### config.mk
export PLATFORM = sky130hd
export DESIGN_NAME = sese_host
export DESIGN_NICKNAME = d
export VERILOG_FILES = /design/src/design/sese_pkg.sv /design/src/design/sese_bus_cycle.sv /design/src/design/sese_host.sv
export SDC_FILE = /design/constraint.sdc
export NUM_CORES = 1
export LEC_CHECK = 0
export BUFFER_PORTS_ARGS = -buffer_cell sky130_fd_sc_hd__buf_2
export CORE_ASPECT_RATIO = 1.25
export CORE_MARGIN = 5
export CORE_UTILIZATION = 55
export DETAILED_ROUTE_END_ITERATION = 7
export PLACE_DENSITY = 0.88
export SLEW_MARGIN = 15
export SYNTH_ARGS = -nofsm -noshare
export SYNTH_HDL_FRONTEND = slang
export SYNTH_SLANG_ARGS = --single-unit
### constraint.sdc
create_clock -name ref_clk -period 4.15 [get_ports ref_clk]
set_input_delay 0.2075 -clock ref_clk [delete_from_list [all_inputs] [get_ports ref_clk]]
set_output_delay 0.2075 -clock ref_clk [all_outputs]
set_load 0.02 [all_outputs]
### src/design/sese_pkg.sv
// Constants and types for the sector erase and suspend host sequencer
package sese_pkg;
  localparam int ADDR_W = 21;
  localparam int DATA_W = 16;
  localparam int CLK_PERIOD_NS = 4;
  localparam int WINDOW_US = 80;
  localparam int WINDOW_CYC_DEF = (WINDOW_US * 1000) / CLK_PERIOD_NS;
  localparam int SUSPEND_US = 20;
  localparam int SUSPEND_CYC_DEF = (SUSPEND_US * 1000) / CLK_PERIOD_NS;
  localparam int HWRST_NS = 500;
  localparam int HWRST_CYC = (HWRST_NS + CLK_PERIOD_NS - 1) / CLK_PERIOD_NS;
  localparam int STROBE_NS = 40;
  localparam int STROBE_CYC = (STROBE_NS + CLK_PERIOD_NS - 1) / CLK_PERIOD_NS;
  localparam int CNT_W = 24;
  localparam int ERASE_WRITES = 6;
  localparam int BANK_HI = 20;
  localparam int BANK_LO = 18;
  localparam int SECT_HI = 20;
  localparam int SECT_LO = 12;
  localparam logic [ADDR_W-1:0] UNLOCK_A1 = 21'h000555;
  localparam logic [ADDR_W-1:0] UNLOCK_A2 = 21'h0002AA;
  localparam logic [ADDR_W-1:0] ZERO_ADDR = 21'h000000;
  localparam logic [17:0] BANK_CMD_OFS = 18'h00555;
  localparam logic [17:0] BANK_ZERO_OFS = 18'h00000;
  localparam logic [17:0] LOCK_IND_OFS = 18'h00003;
  localparam logic [11:0] PROT_OFS = 12'h002;
  localparam logic [11:0] SECT_ZERO_OFS = 12'h000;
  localparam logic [7:0] D_UNLOCK1 = 8'hAA;
  localparam logic [7:0] D_UNLOCK2 = 8'h55;
  localparam logic [7:0] D_ERASE_SETUP = 8'h80;
  localparam logic [7:0] D_SECTOR_ERASE = 8'h30;
  localparam logic [7:0] D_RESUME = 8'h30;
  localparam logic [7:0] D_SUSPEND = 8'hB0;
  localparam logic [7:0] D_SECURE_ENTER = 8'h88;
  localparam logic [7:0] D_AUTOSELECT = 8'h90;
  localparam logic [7:0] D_RESET = 8'hF0;
  localparam logic [7:0] D_NONE = 8'h00;

  typedef enum logic [3:0] {
    OP_SECTOR_ERASE = 4'h0,
    OP_ADD_SECTOR = 4'h1,
    OP_SUSPEND = 4'h2,
    OP_RESUME = 4'h3,
    OP_SECURE_ENTER = 4'h4,
    OP_PROT_VERIFY = 4'h5,
    OP_LOCK_READ = 4'h6,
    OP_RESET = 4'h7,
    OP_READ = 4'h8,
    OP_HW_RESET = 4'h9
  } sese_op_t;

  typedef struct packed {
    sese_op_t op;
    logic [ADDR_W-1:0] addr;
  } sese_cmd_t;

  typedef struct packed {
    logic is_write;
    logic [ADDR_W-1:0] addr;
    logic [7:0] data;
  } sese_step_t;
endpackage

### src/design/sese_bus_cycle.sv
// One flash bus cycle: write or read with chip-enable framing
`timescale 1ns/100ps
`default_nettype none
module sese_bus_cycle
  import sese_pkg::*;
(
  input wire logic ref_clk,
  input wire logic sys_rst,
  input wire logic start,
  input wire sese_step_t step,
  input wire logic [DATA_W-1:0] dq_in,
  output logic done_ff,
  output logic [DATA_W-1:0] rdata_ff,
  output logic [ADDR_W-1:0] addr_ff,
  output logic [DATA_W-1:0] dq_out_ff,
  output logic dq_oe_ff,
  output logic ce_n_ff,
  output logic we_n_ff,
  output logic oe_n_ff
);
  typedef enum logic [1:0] {
    BC_IDLE = 2'b00,
    BC_SETUP = 2'b01,
    BC_STROBE = 2'b10,
    BC_HOLD = 2'b11
  } sese_bc_t;

  sese_bc_t bc_ff;
  logic wr_ff;
  logic [7:0] cnt_ff;

  always_ff @(posedge ref_clk) begin
    if (sys_rst) begin
      bc_ff <= BC_IDLE;
      cnt_ff <= 8'h00;
      wr_ff <= 1'b0;
      done_ff <= 1'b0;
      rdata_ff <= 16'h0000;
      addr_ff <= ZERO_ADDR;
      dq_out_ff <= 16'h0000;
      dq_oe_ff <= 1'b0;
      ce_n_ff <= 1'b1;
      we_n_ff <= 1'b1;
      oe_n_ff <= 1'b1;
    end else begin
      done_ff <= 1'b0;
      case (bc_ff)
        BC_IDLE: begin
          if (start) begin
            bc_ff <= BC_SETUP;
            wr_ff <= step.is_write;
            addr_ff <= step.addr;
            dq_out_ff <= {8'h00, step.data};
            dq_oe_ff <= step.is_write;
            ce_n_ff <= 1'b0;
          end
        end
        BC_SETUP: begin
          bc_ff <= BC_STROBE;
          cnt_ff <= 8'(STROBE_CYC - 1);
          we_n_ff <= ~wr_ff;
          oe_n_ff <= wr_ff;
        end
        BC_STROBE: begin
          if (cnt_ff == 8'h00) begin
            bc_ff <= BC_HOLD;
            we_n_ff <= 1'b1;
            oe_n_ff <= 1'b1;
            if (!wr_ff) begin
              rdata_ff <= dq_in;
            end
          end else begin
            cnt_ff <= cnt_ff - 8'h01;
          end
        end
        BC_HOLD: begin
          bc_ff <= BC_IDLE;
          ce_n_ff <= 1'b1;
          dq_oe_ff <= 1'b0;
          done_ff <= 1'b1;
        end
        default: bc_ff <= BC_IDLE;
      endcase
    end
  end
endmodule
`default_nettype wire

### src/design/sese_host.sv
// Host sequencer driving sector erase, suspend and autoselect cycles
`timescale 1ns/100ps
`default_nettype none
// Overview of operation
// - Sector erase is issued as exactly six write cycles.
// - Two unlocks, setup 80, two unlocks, then sector address with 30.
// - Host adds sectors only while under 80 us since previous write.
// - Hardware reset aborts erase; host must reissue whole sequence.
// - Suspend and resume carry bank address of a queued sector.
// - Secure entry is AA at 555, 55 at 2AA, 88 at 555.
// - Protect verify writes AA, 55, 90 then reads sector plus X02.
module sese_host
  import sese_pkg::*;
#(
  parameter int WINDOW_CYC = WINDOW_CYC_DEF,
  parameter int SUSPEND_CYC = SUSPEND_CYC_DEF
)(
  input wire logic ref_clk,
  input wire logic sys_rst,
  input wire logic cmd_valid,
  input wire sese_cmd_t cmd,
  output logic cmd_ready_ff,
  output logic done_ff,
  output logic refused_ff,
  output logic [DATA_W-1:0] rdata_ff,
  output logic erase_active_ff,
  output logic suspended_ff,
  output logic window_open_ff,
  output logic erase_window_expired_flag_ff,
  output logic [ADDR_W-1:0] flash_addr_ff,
  output logic [DATA_W-1:0] flash_dq_out_ff,
  output logic flash_dq_oe_ff,
  input wire logic [DATA_W-1:0] flash_dq_in,
  output logic flash_ce_n_ff,
  output logic flash_we_n_ff,
  output logic flash_oe_n_ff,
  output logic flash_rst_n_ff,
  input wire logic ready_busy_output
);
  typedef enum logic [2:0] {
    ST_IDLE = 3'b000,
    ST_RUN = 3'b001,
    ST_WAIT = 3'b010,
    ST_SUSP = 3'b011,
    ST_HWRST = 3'b100
  } sese_st_t;

  sese_st_t st_ff;
  sese_cmd_t cur_ff;
  logic [2:0] step_ff;
  logic [2:0] op_writes_ff;
  logic [CNT_W-1:0] win_cnt_ff;
  logic [CNT_W-1:0] wait_cnt_ff;
  logic [BANK_HI-BANK_LO:0] erase_bank_ff;
  logic busy_seen_ff;
  logic bc_start;
  logic bc_done;
  logic [DATA_W-1:0] bc_rdata;
  sese_step_t cur_step;
  logic [2:0] cur_len;
  logic refuse;

  function automatic logic [2:0] seq_len(input sese_op_t op);
    case (op)
      OP_SECTOR_ERASE: seq_len = 3'(ERASE_WRITES);
      OP_SECURE_ENTER: seq_len = 3'd3;
      OP_PROT_VERIFY: seq_len = 3'd4;
      OP_LOCK_READ: seq_len = 3'd4;
      default: seq_len = 3'd1;
    endcase
  endfunction

  function automatic sese_step_t seq_step(input sese_cmd_t c, input logic [2:0] s,
                                          input logic [BANK_HI-BANK_LO:0] eb);
    logic [ADDR_W-1:0] sect;
    logic [BANK_HI-BANK_LO:0] bank;
    sect = {c.addr[SECT_HI:SECT_LO], SECT_ZERO_OFS};
    bank = c.addr[BANK_HI:BANK_LO];
    seq_step = '{1'b1, ZERO_ADDR, D_NONE};
    case (c.op)
      OP_SECTOR_ERASE: begin
        case (s)
          3'd0, 3'd3: seq_step = '{1'b1, UNLOCK_A1, D_UNLOCK1};
          3'd1, 3'd4: seq_step = '{1'b1, UNLOCK_A2, D_UNLOCK2};
          3'd2: seq_step = '{1'b1, UNLOCK_A1, D_ERASE_SETUP};
          default: seq_step = '{1'b1, sect, D_SECTOR_ERASE};
        endcase
      end
      OP_ADD_SECTOR: seq_step = '{1'b1, sect, D_SECTOR_ERASE};
      OP_SUSPEND: seq_step = '{1'b1, {eb, BANK_ZERO_OFS}, D_SUSPEND};
      OP_RESUME: seq_step = '{1'b1, {eb, BANK_ZERO_OFS}, D_RESUME};
      OP_SECURE_ENTER, OP_PROT_VERIFY, OP_LOCK_READ: begin
        case (s)
          3'd0: seq_step = '{1'b1, UNLOCK_A1, D_UNLOCK1};
          3'd1: seq_step = '{1'b1, UNLOCK_A2, D_UNLOCK2};
          3'd2: begin
            if (c.op == OP_SECURE_ENTER) begin
              seq_step = '{1'b1, UNLOCK_A1, D_SECURE_ENTER};
            end else begin
              seq_step = '{1'b1, {bank, BANK_CMD_OFS}, D_AUTOSELECT};
            end
          end
          default: begin
            if (c.op == OP_PROT_VERIFY) begin
              seq_step = '{1'b0, {c.addr[SECT_HI:SECT_LO], PROT_OFS}, D_NONE};
            end else begin
              seq_step = '{1'b0, {bank, LOCK_IND_OFS}, D_NONE};
            end
          end
        endcase
      end
      OP_RESET: seq_step = '{1'b1, ZERO_ADDR, D_RESET};
      OP_READ: seq_step = '{1'b0, c.addr, D_NONE};
      default: seq_step = '{1'b1, ZERO_ADDR, D_NONE};
    endcase
  endfunction

  always_comb begin
    cur_step = seq_step(cur_ff, step_ff, erase_bank_ff);
    cur_len = seq_len(cur_ff.op);
    bc_start = (st_ff == ST_RUN);
    refuse = 1'b0;
    case (cmd.op)
      OP_ADD_SECTOR: refuse = !window_open_ff || suspended_ff;
      OP_SUSPEND: refuse = !erase_active_ff || suspended_ff;
      OP_RESUME: refuse = !suspended_ff;
      OP_HW_RESET: refuse = 1'b0;
      OP_RESET: refuse = erase_active_ff && !suspended_ff && !window_open_ff;
      default: refuse = erase_active_ff && !suspended_ff;
    endcase
  end

  sese_bus_cycle u_bus (
    .ref_clk(ref_clk),
    .sys_rst(sys_rst),
    .start(bc_start),
    .step(cur_step),
    .dq_in(flash_dq_in),
    .done_ff(bc_done),
    .rdata_ff(bc_rdata),
    .addr_ff(flash_addr_ff),
    .dq_out_ff(flash_dq_out_ff),
    .dq_oe_ff(flash_dq_oe_ff),
    .ce_n_ff(flash_ce_n_ff),
    .we_n_ff(flash_we_n_ff),
    .oe_n_ff(flash_oe_n_ff)
  );

  // Command sequencing
  always_ff @(posedge ref_clk) begin
    if (sys_rst) begin
      st_ff <= ST_IDLE;
      cur_ff <= '0;
      step_ff <= 3'd0;
      op_writes_ff <= 3'd0;
      wait_cnt_ff <= '0;
      cmd_ready_ff <= 1'b1;
      done_ff <= 1'b0;
      refused_ff <= 1'b0;
      rdata_ff <= 16'h0000;
      flash_rst_n_ff <= 1'b1;
    end else begin
      done_ff <= 1'b0;
      refused_ff <= 1'b0;
      case (st_ff)
        ST_IDLE: begin
          if (cmd_valid) begin
            if (refuse) begin
              refused_ff <= 1'b1;
            end else begin
              cur_ff <= cmd;
              step_ff <= 3'd0;
              op_writes_ff <= 3'd0;
              cmd_ready_ff <= 1'b0;
              if (cmd.op == OP_HW_RESET) begin
                st_ff <= ST_HWRST;
                flash_rst_n_ff <= 1'b0;
                wait_cnt_ff <= CNT_W'(HWRST_CYC);
              end else begin
                st_ff <= ST_RUN;
              end
            end
          end
        end
        ST_RUN: begin
          st_ff <= ST_WAIT;
          if (cur_step.is_write) begin
            op_writes_ff <= op_writes_ff + 3'd1;
          end
        end
        ST_WAIT: begin
          if (bc_done) begin
            if (!cur_step.is_write) begin
              rdata_ff <= bc_rdata;
            end
            if (step_ff != cur_len - 3'd1) begin
              step_ff <= step_ff + 3'd1;
              st_ff <= ST_RUN;
            end else if (cur_ff.op == OP_SUSPEND && !window_open_ff) begin
              st_ff <= ST_SUSP;
              wait_cnt_ff <= CNT_W'(SUSPEND_CYC);
            end else begin
              st_ff <= ST_IDLE;
              cmd_ready_ff <= 1'b1;
              done_ff <= 1'b1;
            end
          end
        end
        ST_SUSP, ST_HWRST: begin
          if (wait_cnt_ff <= CNT_W'(1)) begin
            st_ff <= ST_IDLE;
            cmd_ready_ff <= 1'b1;
            done_ff <= 1'b1;
            flash_rst_n_ff <= 1'b1;
          end else begin
            wait_cnt_ff <= wait_cnt_ff - CNT_W'(1);
          end
        end
        default: st_ff <= ST_IDLE;
      endcase
    end
  end

  // Acceptance window timing
  always_ff @(posedge ref_clk) begin
    if (sys_rst) begin
      win_cnt_ff <= '0;
      window_open_ff <= 1'b0;
      erase_window_expired_flag_ff <= 1'b0;
    end else if (st_ff == ST_HWRST || (st_ff == ST_WAIT && bc_done &&
                 cur_ff.op == OP_SUSPEND)) begin
      win_cnt_ff <= '0;
      window_open_ff <= 1'b0;
      erase_window_expired_flag_ff <= 1'b1;
    end else if (st_ff == ST_WAIT && bc_done && step_ff == cur_len - 3'd1 &&
                 (cur_ff.op == OP_SECTOR_ERASE || cur_ff.op == OP_ADD_SECTOR)) begin
      win_cnt_ff <= CNT_W'(WINDOW_CYC);
      window_open_ff <= 1'b1;
      erase_window_expired_flag_ff <= 1'b0;
    end else if (st_ff == ST_WAIT && bc_done && cur_ff.op == OP_RESET &&
                 window_open_ff) begin
      win_cnt_ff <= '0;
      window_open_ff <= 1'b0;
    end else if (win_cnt_ff != '0) begin
      win_cnt_ff <= win_cnt_ff - CNT_W'(1);
      window_open_ff <= (win_cnt_ff != CNT_W'(1));
      erase_window_expired_flag_ff <= (win_cnt_ff == CNT_W'(1));
    end
  end

  // Erase and suspend tracking
  always_ff @(posedge ref_clk) begin
    if (sys_rst) begin
      erase_active_ff <= 1'b0;
      suspended_ff <= 1'b0;
      busy_seen_ff <= 1'b0;
      erase_bank_ff <= '0;
    end else if (st_ff == ST_HWRST) begin
      erase_active_ff <= 1'b0;
      suspended_ff <= 1'b0;
      busy_seen_ff <= 1'b0;
    end else if (st_ff == ST_IDLE && cmd_valid && !refuse &&
                 cmd.op == OP_SECTOR_ERASE) begin
      erase_active_ff <= 1'b1;
      busy_seen_ff <= 1'b0;
      erase_bank_ff <= cmd.addr[BANK_HI:BANK_LO];
    end else if ((st_ff == ST_SUSP && wait_cnt_ff <= CNT_W'(1)) ||
                 (st_ff == ST_WAIT && bc_done && cur_ff.op == OP_SUSPEND &&
                  window_open_ff)) begin
      suspended_ff <= 1'b1;
    end else if (st_ff == ST_WAIT && bc_done && cur_ff.op == OP_RESUME) begin
      suspended_ff <= 1'b0;
      busy_seen_ff <= 1'b0;
    end else if (st_ff == ST_WAIT && bc_done && cur_ff.op == OP_RESET &&
                 window_open_ff) begin
      erase_active_ff <= 1'b0;
      busy_seen_ff <= 1'b0;
    end else if (erase_active_ff && !suspended_ff && !window_open_ff &&
                 st_ff != ST_SUSP) begin
      if (!ready_busy_output) begin
        busy_seen_ff <= 1'b1;
      end else if (busy_seen_ff) begin
        erase_active_ff <= 1'b0;
        busy_seen_ff <= 1'b0;
      end
    end
  end
endmodule
`default_nettype wire

==> results.toml, run 1 <==
[power_and_ir_drop]
leakagePower_uw = 0.00370
p_per_area_nw_per_um2 = 671
vdd_ir_drop_max_uv = 538

[placed_design]
hpwl_um = 12800
placed_cells = 1184
numPortBuffers = 101
placed_area_um2 = 8350
gp_congestion = 0.934

[setup_path]
reg2reg_depth = 7
critPathRequiredTime_ns = 4.52
crit_arrival_ns = 3.53
slowest_delay_ns = 0.83
path_cells = "nor4_1 -> nand2_1 -> o2111ai_1 -> or3_1 -> a211o_4 -> or4_2 -> a21oi_1"
start_kind = "flop"
slowest_stage = "dfxtp_1"
critPathKind = "flop to flop"
worst-r2r-setup-slack_ns = 0.99
crit_family = "simple AND/OR/NAND/NOR gates"
cp_max_fo = 45
r2r-end = "wait_cnt_ff[16]$_SDFFE_PP0P_"
critPathLaunch = "cur_ff[22]$_SDFFE_PP0P_"
cp-end-kind = "flop"
worst-path-buf-inv = 0
r2r-start = "cur_ff[22]$_SDFFE_PP0P_"

[clocking]
cts_buffer_depth = 2
clock_latency_ns = 0.43
numClockSinks = 167
clk_pin_slew_ns = 0.06
cts_made_buffers = 17
cts_tree = "done"
postCtsSetupBuffers = 0
htreeDepth = 4
cts_resized = 0
clock-root-buffer = "clkbuf_16"
ctsHoldBuffers = 2

[cells_and_area]
final_area_um2 = 8960
utilization_pct = 64.3
nets = 1091
fin_cells = 1220
areaGrowthSynthToFinish_pct = 14.1
drive_gt1_share_pct = 16.4

[logic_synthesis]
synth_cell_types = 79
synthMuxAreaShare_pct = 4.00
async_reset_ff_share_pct = 0
synthTopCellsByCount = "dfxtp_1 (167), nor2_1 (127), nand2_1 (125)"
synth_top_family_by_area = "simple AND/OR/NAND/NOR gates"
yosys.area_share.adder_pct = 2.55
synth_edf_count = 0
yosysMostFrequentCell = "dfxtp_1"
synth_compound_gate_area_share_pct = 17.9
synth-seq-area-share_pct = 42.6
ys.flop_type = "dfxtp_1"
synth_area_per_cell_um2 = 8.22
syn_inst = 955
yosys-top-cells-area = "dfxtp_1 (43%), a21oi_1 (6.2%), nor2_1 (6.1%), nand2_1 (6.0%), mux2i_1 (3.6%)"
ys_ff_latch = 167
yosysWarningCount = 0
synthesis.area_um2 = 7850
synth_top_area_cell = "dfxtp_1"
synth-xor-area-share_pct = 2.79
synth_top_area_share_pct = 42.6
synth-simple-area-share_pct = 25.3

[sta]
setup_violations = 0
worst_slew_pin_slew_ns = 0.906
fin_crit_sh_pct = 76.2
fin_tns_setup_ns = 0
holdWs_ns = 0.0110
fmax_mhz = 316
fin_skew_ns = 0.00731
rsz0062_at_grt = "false"
hold_viol = 0
finalMaxSlewViolations = 0
final.min_clock_period_ns = 3.16
slew_headroom_pct = 39.0

[grt]
grt_overflow_total = 0
track_usage_pct = 22.8
grt_pass1_vias = 6642
grt_max_degree = 69
antenna_found_initial = 1
grt_pass1_wl_um = 31000

[floorplanning]
die_w_um = 117
core-area_um2 = 13900
die_area_um2 = 16800
initial_utilization_pct = 56.4
row_count = 48
ios = 110
fp.dieH_um = 144

[routing]
wire_per_inst_um = 15.7
detailroute.via_count = 7100
wl_met2_um = 9770
wl_met1_um = 7750
drc = 0
wl_met3_um = 1140
viasPerCell = 5.82
first_iter_violations = 583
antenna_left = 0
dr.pass1.iters = 5
topRoutingLayerUsed = "met5"
wirelength_um = 19100

[outcome]
status = "finished, final reports clean"

[worst_hold_path]
hp-class = "input port to flop"
hold_start = "cmd[15]"
holdPathEnd = "cur_ff[15]$_SDFFE_PP0P_"
holdPathStages = 3

[flow_run]
drv_cap = 0
layout by cell type, fill, tap and decap left out, types with 15 or more instances in the layout:
| cell | count |
|---|---|
| dfxtp_1 | 167 |
| nor2_1 | 126 |
| nand2_1 | 125 |
| buf_2 | 100 |
| a21oi_1 | 98 |
| nor3_1 | 28 |
| mux2i_1 | 28 |
| o21ai_0 | 26 |
| or3_1 | 19 |
| nand3_1 | 18 |
| a22oi_1 | 18 |
| inv_1 | 17 |
| clkbuf_16 | 17 |
| xnor2_1 | 16 |
| ha_1 | 16 |
| o21ai_1 | 15 |
sequential cells by signal, summed over array words and instances, names as in the netlist, 2 cells and up:
| signal | flops |
|---|---|
| cur_ff | 25 |
| wait_cnt_ff | 24 |
| win_cnt_ff | 24 |
| u_bus.addr_ff | 21 |
| rdata_ff | 16 |
| u_bus.rdata_ff | 16 |
| u_bus.cnt_ff | 8 |
| u_bus.dq_out_ff | 7 |
| erase_bank_ff | 3 |
| st_ff | 3 |
| step_ff | 3 |
| u_bus.bc_ff | 2 |
tightest hold or removal path, stage by stage:
cell,delay [ns]
buf_2,0.08
mux2i_1,0.05
nor2_1,0.07
layer usage:
metal	vias to the layer above	GRT usage, %
met5	-	0
met4	2	9.72
met3	46	5.86
met2	214	39.4
met1	3331	26.5
li1	3507	-
worst max path at each step:
stage,to,slack (ns),depth (start not counted)
after detailed placement,wait_cnt_ff[16]$_SDFFE_PP0P_,1.06,7
after floorplan,wait_cnt_ff[1]$_SDFFE_PP0P_,1.54,8
after CTS,wait_cnt_ff[16]$_SDFFE_PP0P_,1.04,7
after global routing,wait_cnt_ff[16]$_SDFFE_PP0P_,0.81,7
final,wait_cnt_ff[16]$_SDFFE_PP0P_,0.99,7
after global placement,wait_cnt_ff[16]$_SDFFE_PP0P_,1.10,7
logic make-up after synthesis:
logic type               count (synthesis)
AO/OA/AOI/OAI                          228
adder cells (fa/ha/maj)                 16
multiplexers                            31
AND/OR/NAND/NOR                        409
XOR/XNOR                                25
flip-flops                             167
buffers and inverters                   78
other                                    1
power breakdown:
part,internal (uW),switching [uW]
clock network,893,649
logic,938,1340
registers,1910,283
total,3740,2280
final cells by class:
type,instances,area [um2]
Antenna cell,2,5.00
Sequential cell,167,3340
Inverter,17,63.8
Clock inverter,9,93.8
Timing Repair Buffer,110,581
Fill cell,1128,4970
Multi-Input combinational cell,717,4170
Clock buffer,23,488
Tap cell,175,219
through the flow:
stage	total power, uW	setup slack [ns]
3_3_place_gp	4370	1.10
5_1_grt	6400	0.809
3_5_place_dp	4440	1.06
4_1_cts	6020	1.04
6_report	6010	0.986
2_1_floorplan	3950	1.54
Note: power is estimated with default switching activity, not from simulation.
==> run 2: changes to the inputs <==
Settings changed: ABC_AREA set to 1, CORE_UTILIZATION 55 to 52, PLACE_DENSITY 0.88 to 0.87.
Clock period 4.15 ns to 2.8 ns, I/O delays scaled along.
==> results.toml, run 2 <==
[logic_synthesis]
yosys-top-cells-area = "dfxtp_1 (41%), nor2_1 (13%), nand2_1 (12%), a21oi_1 (5.5%), o21ai_0 (5.1%)"
yosysWarningCount = 0
synth_top_area_cell = "dfxtp_1"
syn_inst = 1229
synth_cell_types = 44
async_reset_ff_share_pct = 0
yosysMostFrequentCell = "nor2_1"
synth_area_per_cell_um2 = 6.69
synth-seq-area-share_pct = 40.6
synth_edf_count = 0
ys.flop_type = "dfxtp_1"
synth_top_area_share_pct = 40.6
synthesis.area_um2 = 8230
ys_ff_latch = 167
synthTopCellsByCount = "nor2_1 (277), nand2_1 (253), dfxtp_1 (167)"

[setup_path]
critPathRequiredTime_ns = 3.13
start_kind = "flop"
critPathKind = "flop to flop"
crit_family = "simple AND/OR/NAND/NOR gates"
cp-end-kind = "flop"
worst-path-buf-inv = 2
slowest_stage = "clkinv_1"
slowest_delay_ns = 0.63
crit_arrival_ns = 2.86
cp_max_fo = 19
cpMostUsedCell = "nand2_1"
path_cells = "inv_1 -> nor3_1 -> nand2_1 -> nand2_1 -> nor2_1 -> nand2_1 -> nand2_1 -> nand2_1 -> clkinv_1 -> nor2_1 -> nor2_1"

[floorplanning]
fp.dieH_um = 151
initial_utilization_pct = 52.8
row_count = 51
die_w_um = 122
die_area_um2 = 18400
core-area_um2 = 15600
ios = 110

[cells_and_area]
top_regs = "cur_ff x25, wait_cnt_ff x24, win_cnt_ff x24"
areaGrowthSynthToFinish_pct = 19.1
final_cell_mix = "nor2_1 (277), nand2_1 (253), dfxtp_1 (167)"
fill_cells = 1353
final_common_cell = "nor2_1"
drive_gt1_share_pct = 12.2
largest_reg_flops = 25
nets = 1418
top_register = "cur_ff"
final_area_um2 = 9790

[clocking]
cts_resized = 0
cts_tree = "done"
clock-root-buffer = "clkbuf_16"
cts_made_buffers = 17
htreeDepth = 4
numClockSinks = 167
clock_latency_ns = 0.43
cts_buffer_depth = 2
clk_pin_slew_ns = 0.07

[sta]
fmax_mhz = 395
fin_tns_setup_ns = 0
fin_ws_ns = 0.271
final.min_clock_period_ns = 2.53
fin_crit_sh_pct = 90.3
hold_viol = 0
fin_skew_ns = 0.0107
finalMaxSlewViolations = 0
worst_slew_pin_slew_ns = 0.810
setup_violations = 0
slew_headroom_pct = 46.0
rsz0062_at_grt = "false"

[power_and_ir_drop]
power_frac_comb_pct = 48.1
p_sw_share_pct = 44.9
leakagePower_uw = 0.00467
vdd_ir_drop_max_uv = 455
p_sw_uw = 4880
seqPwrFrac_pct = 31.5
power.internal_uw = 5980
clockPowerShare_pct = 20.4
p_per_area_nw_per_um2 = 1110

[routing]
wirelength_um = 21300
dr.pass1.iters = 5
antenna_left = 0
detailroute.via_count = 8330
drc = 0
wire_per_inst_um = 13.5
first_iter_violations = 568
viasPerCell = 5.27

[placed_design]
pre_cts_ws_ns = 0.297
numPortBuffers = 101
placed_area_um2 = 8880
gp_congestion = 0.941
hpwl_um = 14600

[grt]
grt_pass1_wl_um = 35400
grt_max_degree = 53
grt_pass1_vias = 7914
grt_overflow_total = 0
track_usage_pct = 23.4
antenna_found_initial = 1

[worst_hold_path]
hp-class = "input port to flop"

[flow_run]
drv_cap = 0

[outcome]
status = "finished, final reports clean"
-- run 2: cell types whose count changed after synthesis, sizes merged, moves of 14 or more --
| cell | change |
|---|---|
| mux2i | -28 |
| inv | +96 |
| or4 | -14 |
| nor3 | -15 |
| a22oi | -18 |
| nor2 | +155 |
| nand3 | +59 |
| nand2 | +133 |
| o21ai | +45 |
| or3 | -22 |
-- run 2: area by class of cell --
cell class,count,area [um2],share of cell area (%)
Sequential cell,167,3340,34.1
Clock inverter,12,121,1.24
Tap cell,212,265,2.71
Timing Repair Buffer,146,946,9.66
Multi-Input combinational cell,911,4260,43.5
Inverter,114,428,4.37
Antenna cell,2,5.00,0.0511
Clock buffer,18,429,4.38
-- run 2: per-stage QoR --
step	hold slack (ns)	std cells	utilization, %	power, uW
after global routing	0.0535	1581	62.9	11700
after detailed placement	0.392	1514	57.0	8540
final	0.0364	1582	62.9	10900
after CTS	0.0230	1580	62.9	10800
after global placement	0.388	1514	57.0	8410
after floorplan	0.275	1236	-	7440
-- run 2: cells by family (layout without fill, tap and decap cells) --
family                     count (synthesis)  after routing  synth area share (%)
other                                      1             10                0.0456
and+or+nand+nor                          664            664                  33.4
AOI/OAI and AO/OA                        194            194                  12.5
buffers and inverters                    158            290                  7.93
DFF                                      167            167                  40.6
adders and majority gates                 16             16                  2.43
xor gates and xnor gates                  29             29                  3.09
-- run 2: worst min-delay path, stage by stage --
cell and delay [ns]:
buf_2 0.09, o21ai_0 0.09, a21oi_1 0.11
-- run 2: worst paths after layout --
kind                                                       to                           from  slack (ns)  depth (start not counted)
worst max-delay path                  cur_ff[17]$_SDFFE_PP0P_   erase_active_ff$_SDFFE_PP0P_        0.27                         11
worst min-delay path                   cur_ff[1]$_SDFFE_PP0P_                         cmd[1]        0.04                          3
worst max register to register        cur_ff[17]$_SDFFE_PP0P_   erase_active_ff$_SDFFE_PP0P_        0.27                         11
worst min register to register  u_bus.addr_ff[0]$_SDFFE_PP0P_  u_bus.addr_ff[0]$_SDFFE_PP0P_        0.46                          2
-- run 2: layer usage --
layer,vias to the layer above,wire [um],GRT usage [%]
met5,-,0,0
met4,0,678,11.5
met3,71,1190,4.66
met2,291,10900,42.3
met1,3792,8580,25.9
li1,4176,-,-
-- run 2: power by group through the flow --
| stage | Clock (uW) | Combinational (uW) | Sequential [uW] |
|---|---|---|---|
| 2_1_floorplan | 0 | 3950 | 3490 |
| 3_3_place_gp | 0 | 4970 | 3440 |
| 3_5_place_dp | 0 | 5080 | 3450 |
| 4_1_cts | 2240 | 5180 | 3410 |
| 5_1_grt | 2350 | 5890 | 3490 |
| 6_report | 2220 | 5220 | 3420 |
-- run 2: repair_timing --
action	in CTS	in global routing
hold endpoints to repair	37	0
setup endpoints to repair	0	0
hold buffers	36	0
buffers inserted	0	0
==> run 3: changes to the inputs <==
Settings changed: CAP_MARGIN set to 20, CELL_PAD_IN_SITES_DETAIL_PLACEMENT set to 0, CELL_PAD_IN_SITES_GLOBAL_PLACEMENT set to 1, CORE_UTILIZATION 52 to 37, PLACE_DENSITY 0.87 to unset, PLACE_DENSITY_LB_ADDON set to 0.2.
==> results.toml, run 3 (synthesis gave the netlist of run 2 again) <==
[routing]
detailroute.via_count = 7927
dr.pass1.iters = 4
wire_per_inst_um = 13.6
antenna_left = 0
viasPerCell = 4.78
wirelength_um = 22600
first_iter_violations = 408
drc = 0

[power_and_ir_drop]
power_frac_comb_pct = 47.3
power.internal_uw = 6090
clockPowerShare_pct = 22.1
p_sw_uw = 5070
seqPwrFrac_pct = 30.7
vdd_ir_drop_max_uv = 495
p_sw_share_pct = 45.4
p_per_area_nw_per_um2 = 1120
leakagePower_uw = 0.00474

[floorplanning]
die_w_um = 143
core-area_um2 = 22100
row_count = 61
die_area_um2 = 25300
initial_utilization_pct = 37.3
fp.dieH_um = 177
ios = 110

[outcome]
status = "finished, final reports clean"

[clocking]
cts_tree = "done"
clk_pin_slew_ns = 0.07
clock-root-buffer = "clkbuf_16"
numClockSinks = 167
htreeDepth = 4
clock_latency_ns = 0.44
cts_buffer_depth = 2
cts_made_buffers = 17

[sta]
fin_tns_setup_ns = 0
fin_crit_sh_pct = 83.7
final.min_clock_period_ns = 2.34
hold_viol = 0
rsz0062_at_grt = "false"
worst_slew_pin_slew_ns = 0.734
setup_violations = 0
slew_headroom_pct = 51.0
fmax_mhz = 426
finalMaxSlewViolations = 0
fin_skew_ns = 0.0154

[setup_path]
start_kind = "flop"
cp-end-kind = "flop"
critPathKind = "flop to flop"
crit_arrival_ns = 2.65
cp_max_fo = 7
critPathRequiredTime_ns = 3.10

[worst_hold_path]
hp-class = "input port to flop"

[cells_and_area]
top_regs = "cur_ff x25, wait_cnt_ff x24, win_cnt_ff x24"
final_common_cell = "nor2_1"
drive_gt1_share_pct = 12.9
diodes = 0
areaGrowthSynthToFinish_pct = 21.6
nets = 1425
final_cell_mix = "nor2_1 (277), nand2_1 (253), dfxtp_1 (167)"
utilization_pct = 45.3
largest_reg_flops = 25
top_register = "cur_ff"

[grt]
track_usage_pct = 18.3
grt_overflow_total = 0
grt_pass1_wl_um = 38100
grt_max_degree = 43
grt_pass1_vias = 7760
antenna_found_initial = 1

[placed_design]
hpwl_um = 16500
numPortBuffers = 101
gp_congestion = 0.854

[flow_run]
drv_cap = 0
run 3: cell count changes in the layout (fill, tap and decap cells not counted), sizes merged:
| cell | previous run | this run |
|---|---|---|
| clkbuf | 18 | 17 |
| clkinv | 4 | 8 |
| clkinvlp | 3 | 1 |
| diode | 2 | 0 |
| inv | 118 | 119 |
| buf | 110 | 117 |
run 3: what timing repair did:
| item | in CTS | in global routing |
|---|---|---|
| hold buffers | 36 | 0 |
| setup endpoints to repair | 0 | 3 |
| gates resized for setup | 0 | 1 |
| buffers inserted | 0 | 0 |
| hold endpoints to repair | 37 | 0 |
run 3: metal layers:
| metal | part of all wire (%) | vias to the layer above | track usage, % |
|---|---|---|---|
| li1 | - | 4191 | - |
| met5 | 0.031 | - | 0 |
| met2 | 50 | 111 | 33.1 |
| met3 | 4.0 | 18 | 3.84 |
| met4 | 0.92 | 2 | 4.16 |
| met1 | 45 | 3605 | 22.1 |
run 3: stage by stage:
stage | worst slack [ns] | total power, uW | cell area [um2] | cells | hold WS (ns)
CTS | 0.343 | 11300 | 10000 | 1660 | 0.0364
finish | 0.455 | 11200 | 10000 | 1660 | 0.0440
global placement | 0.438 | 8720 | 9010 | 1592 | 0.394
global route | 0.152 | 12200 | 10000 | 1660 | 0.0537
detailed placement | 0.334 | 8750 | 9010 | 1592 | 0.401
floorplan | 0.892 | 7440 | 8250 | 1236 | 0.275
run 3: power by group through the flow:
stage          combinational [uW]  clock [uW]  sequential [uW]
2_1_floorplan                3950           0             3490
3_3_place_gp                 5250           0             3470
3_5_place_dp                 5270           0             3480
4_1_cts                      5330        2520             3430
5_1_grt                      6100        2620             3510
6_report                     5280        2460             3420
run 3: worst paths after layout:
path	from	end	slack, ns	cells after the start
max	win_cnt_ff[0]$_SDFFE_PP0N_	erase_window_expired_flag_ff$_SDFFE_PP0P_	0.46	12
min	cmd[1]	cur_ff[1]$_SDFFE_PP0P_	0.04	3
max reg2reg	win_cnt_ff[0]$_SDFFE_PP0N_	erase_window_expired_flag_ff$_SDFFE_PP0P_	0.46	12
min reg2reg	u_bus.addr_ff[19]$_SDFFE_PP0P_	u_bus.addr_ff[19]$_SDFFE_PP0P_	0.46	2
run 3: cell type report:
class,instances,area [um2]
fill,2351,12100
multi-input combinational,911,4260
sequential,167,3340
timing repair buffer,153,986
inverter,114,432
clock buffer,17,425
tap,283,354
clock inverter,15,203
run 3: critical path: stages (launching register included):
cell     delay [ns]
dfxtp_1        0.33
inv_1          0.09
ha_1           0.20
nand2_1        0.11
nor2_2         0.21
nand2_1        0.12
nor2_1         0.23
nand3_1        0.30
nand2_1        0.16
inv_1          0.12
or2_1          0.22
nand2_1        0.06
a21oi_1        0.05
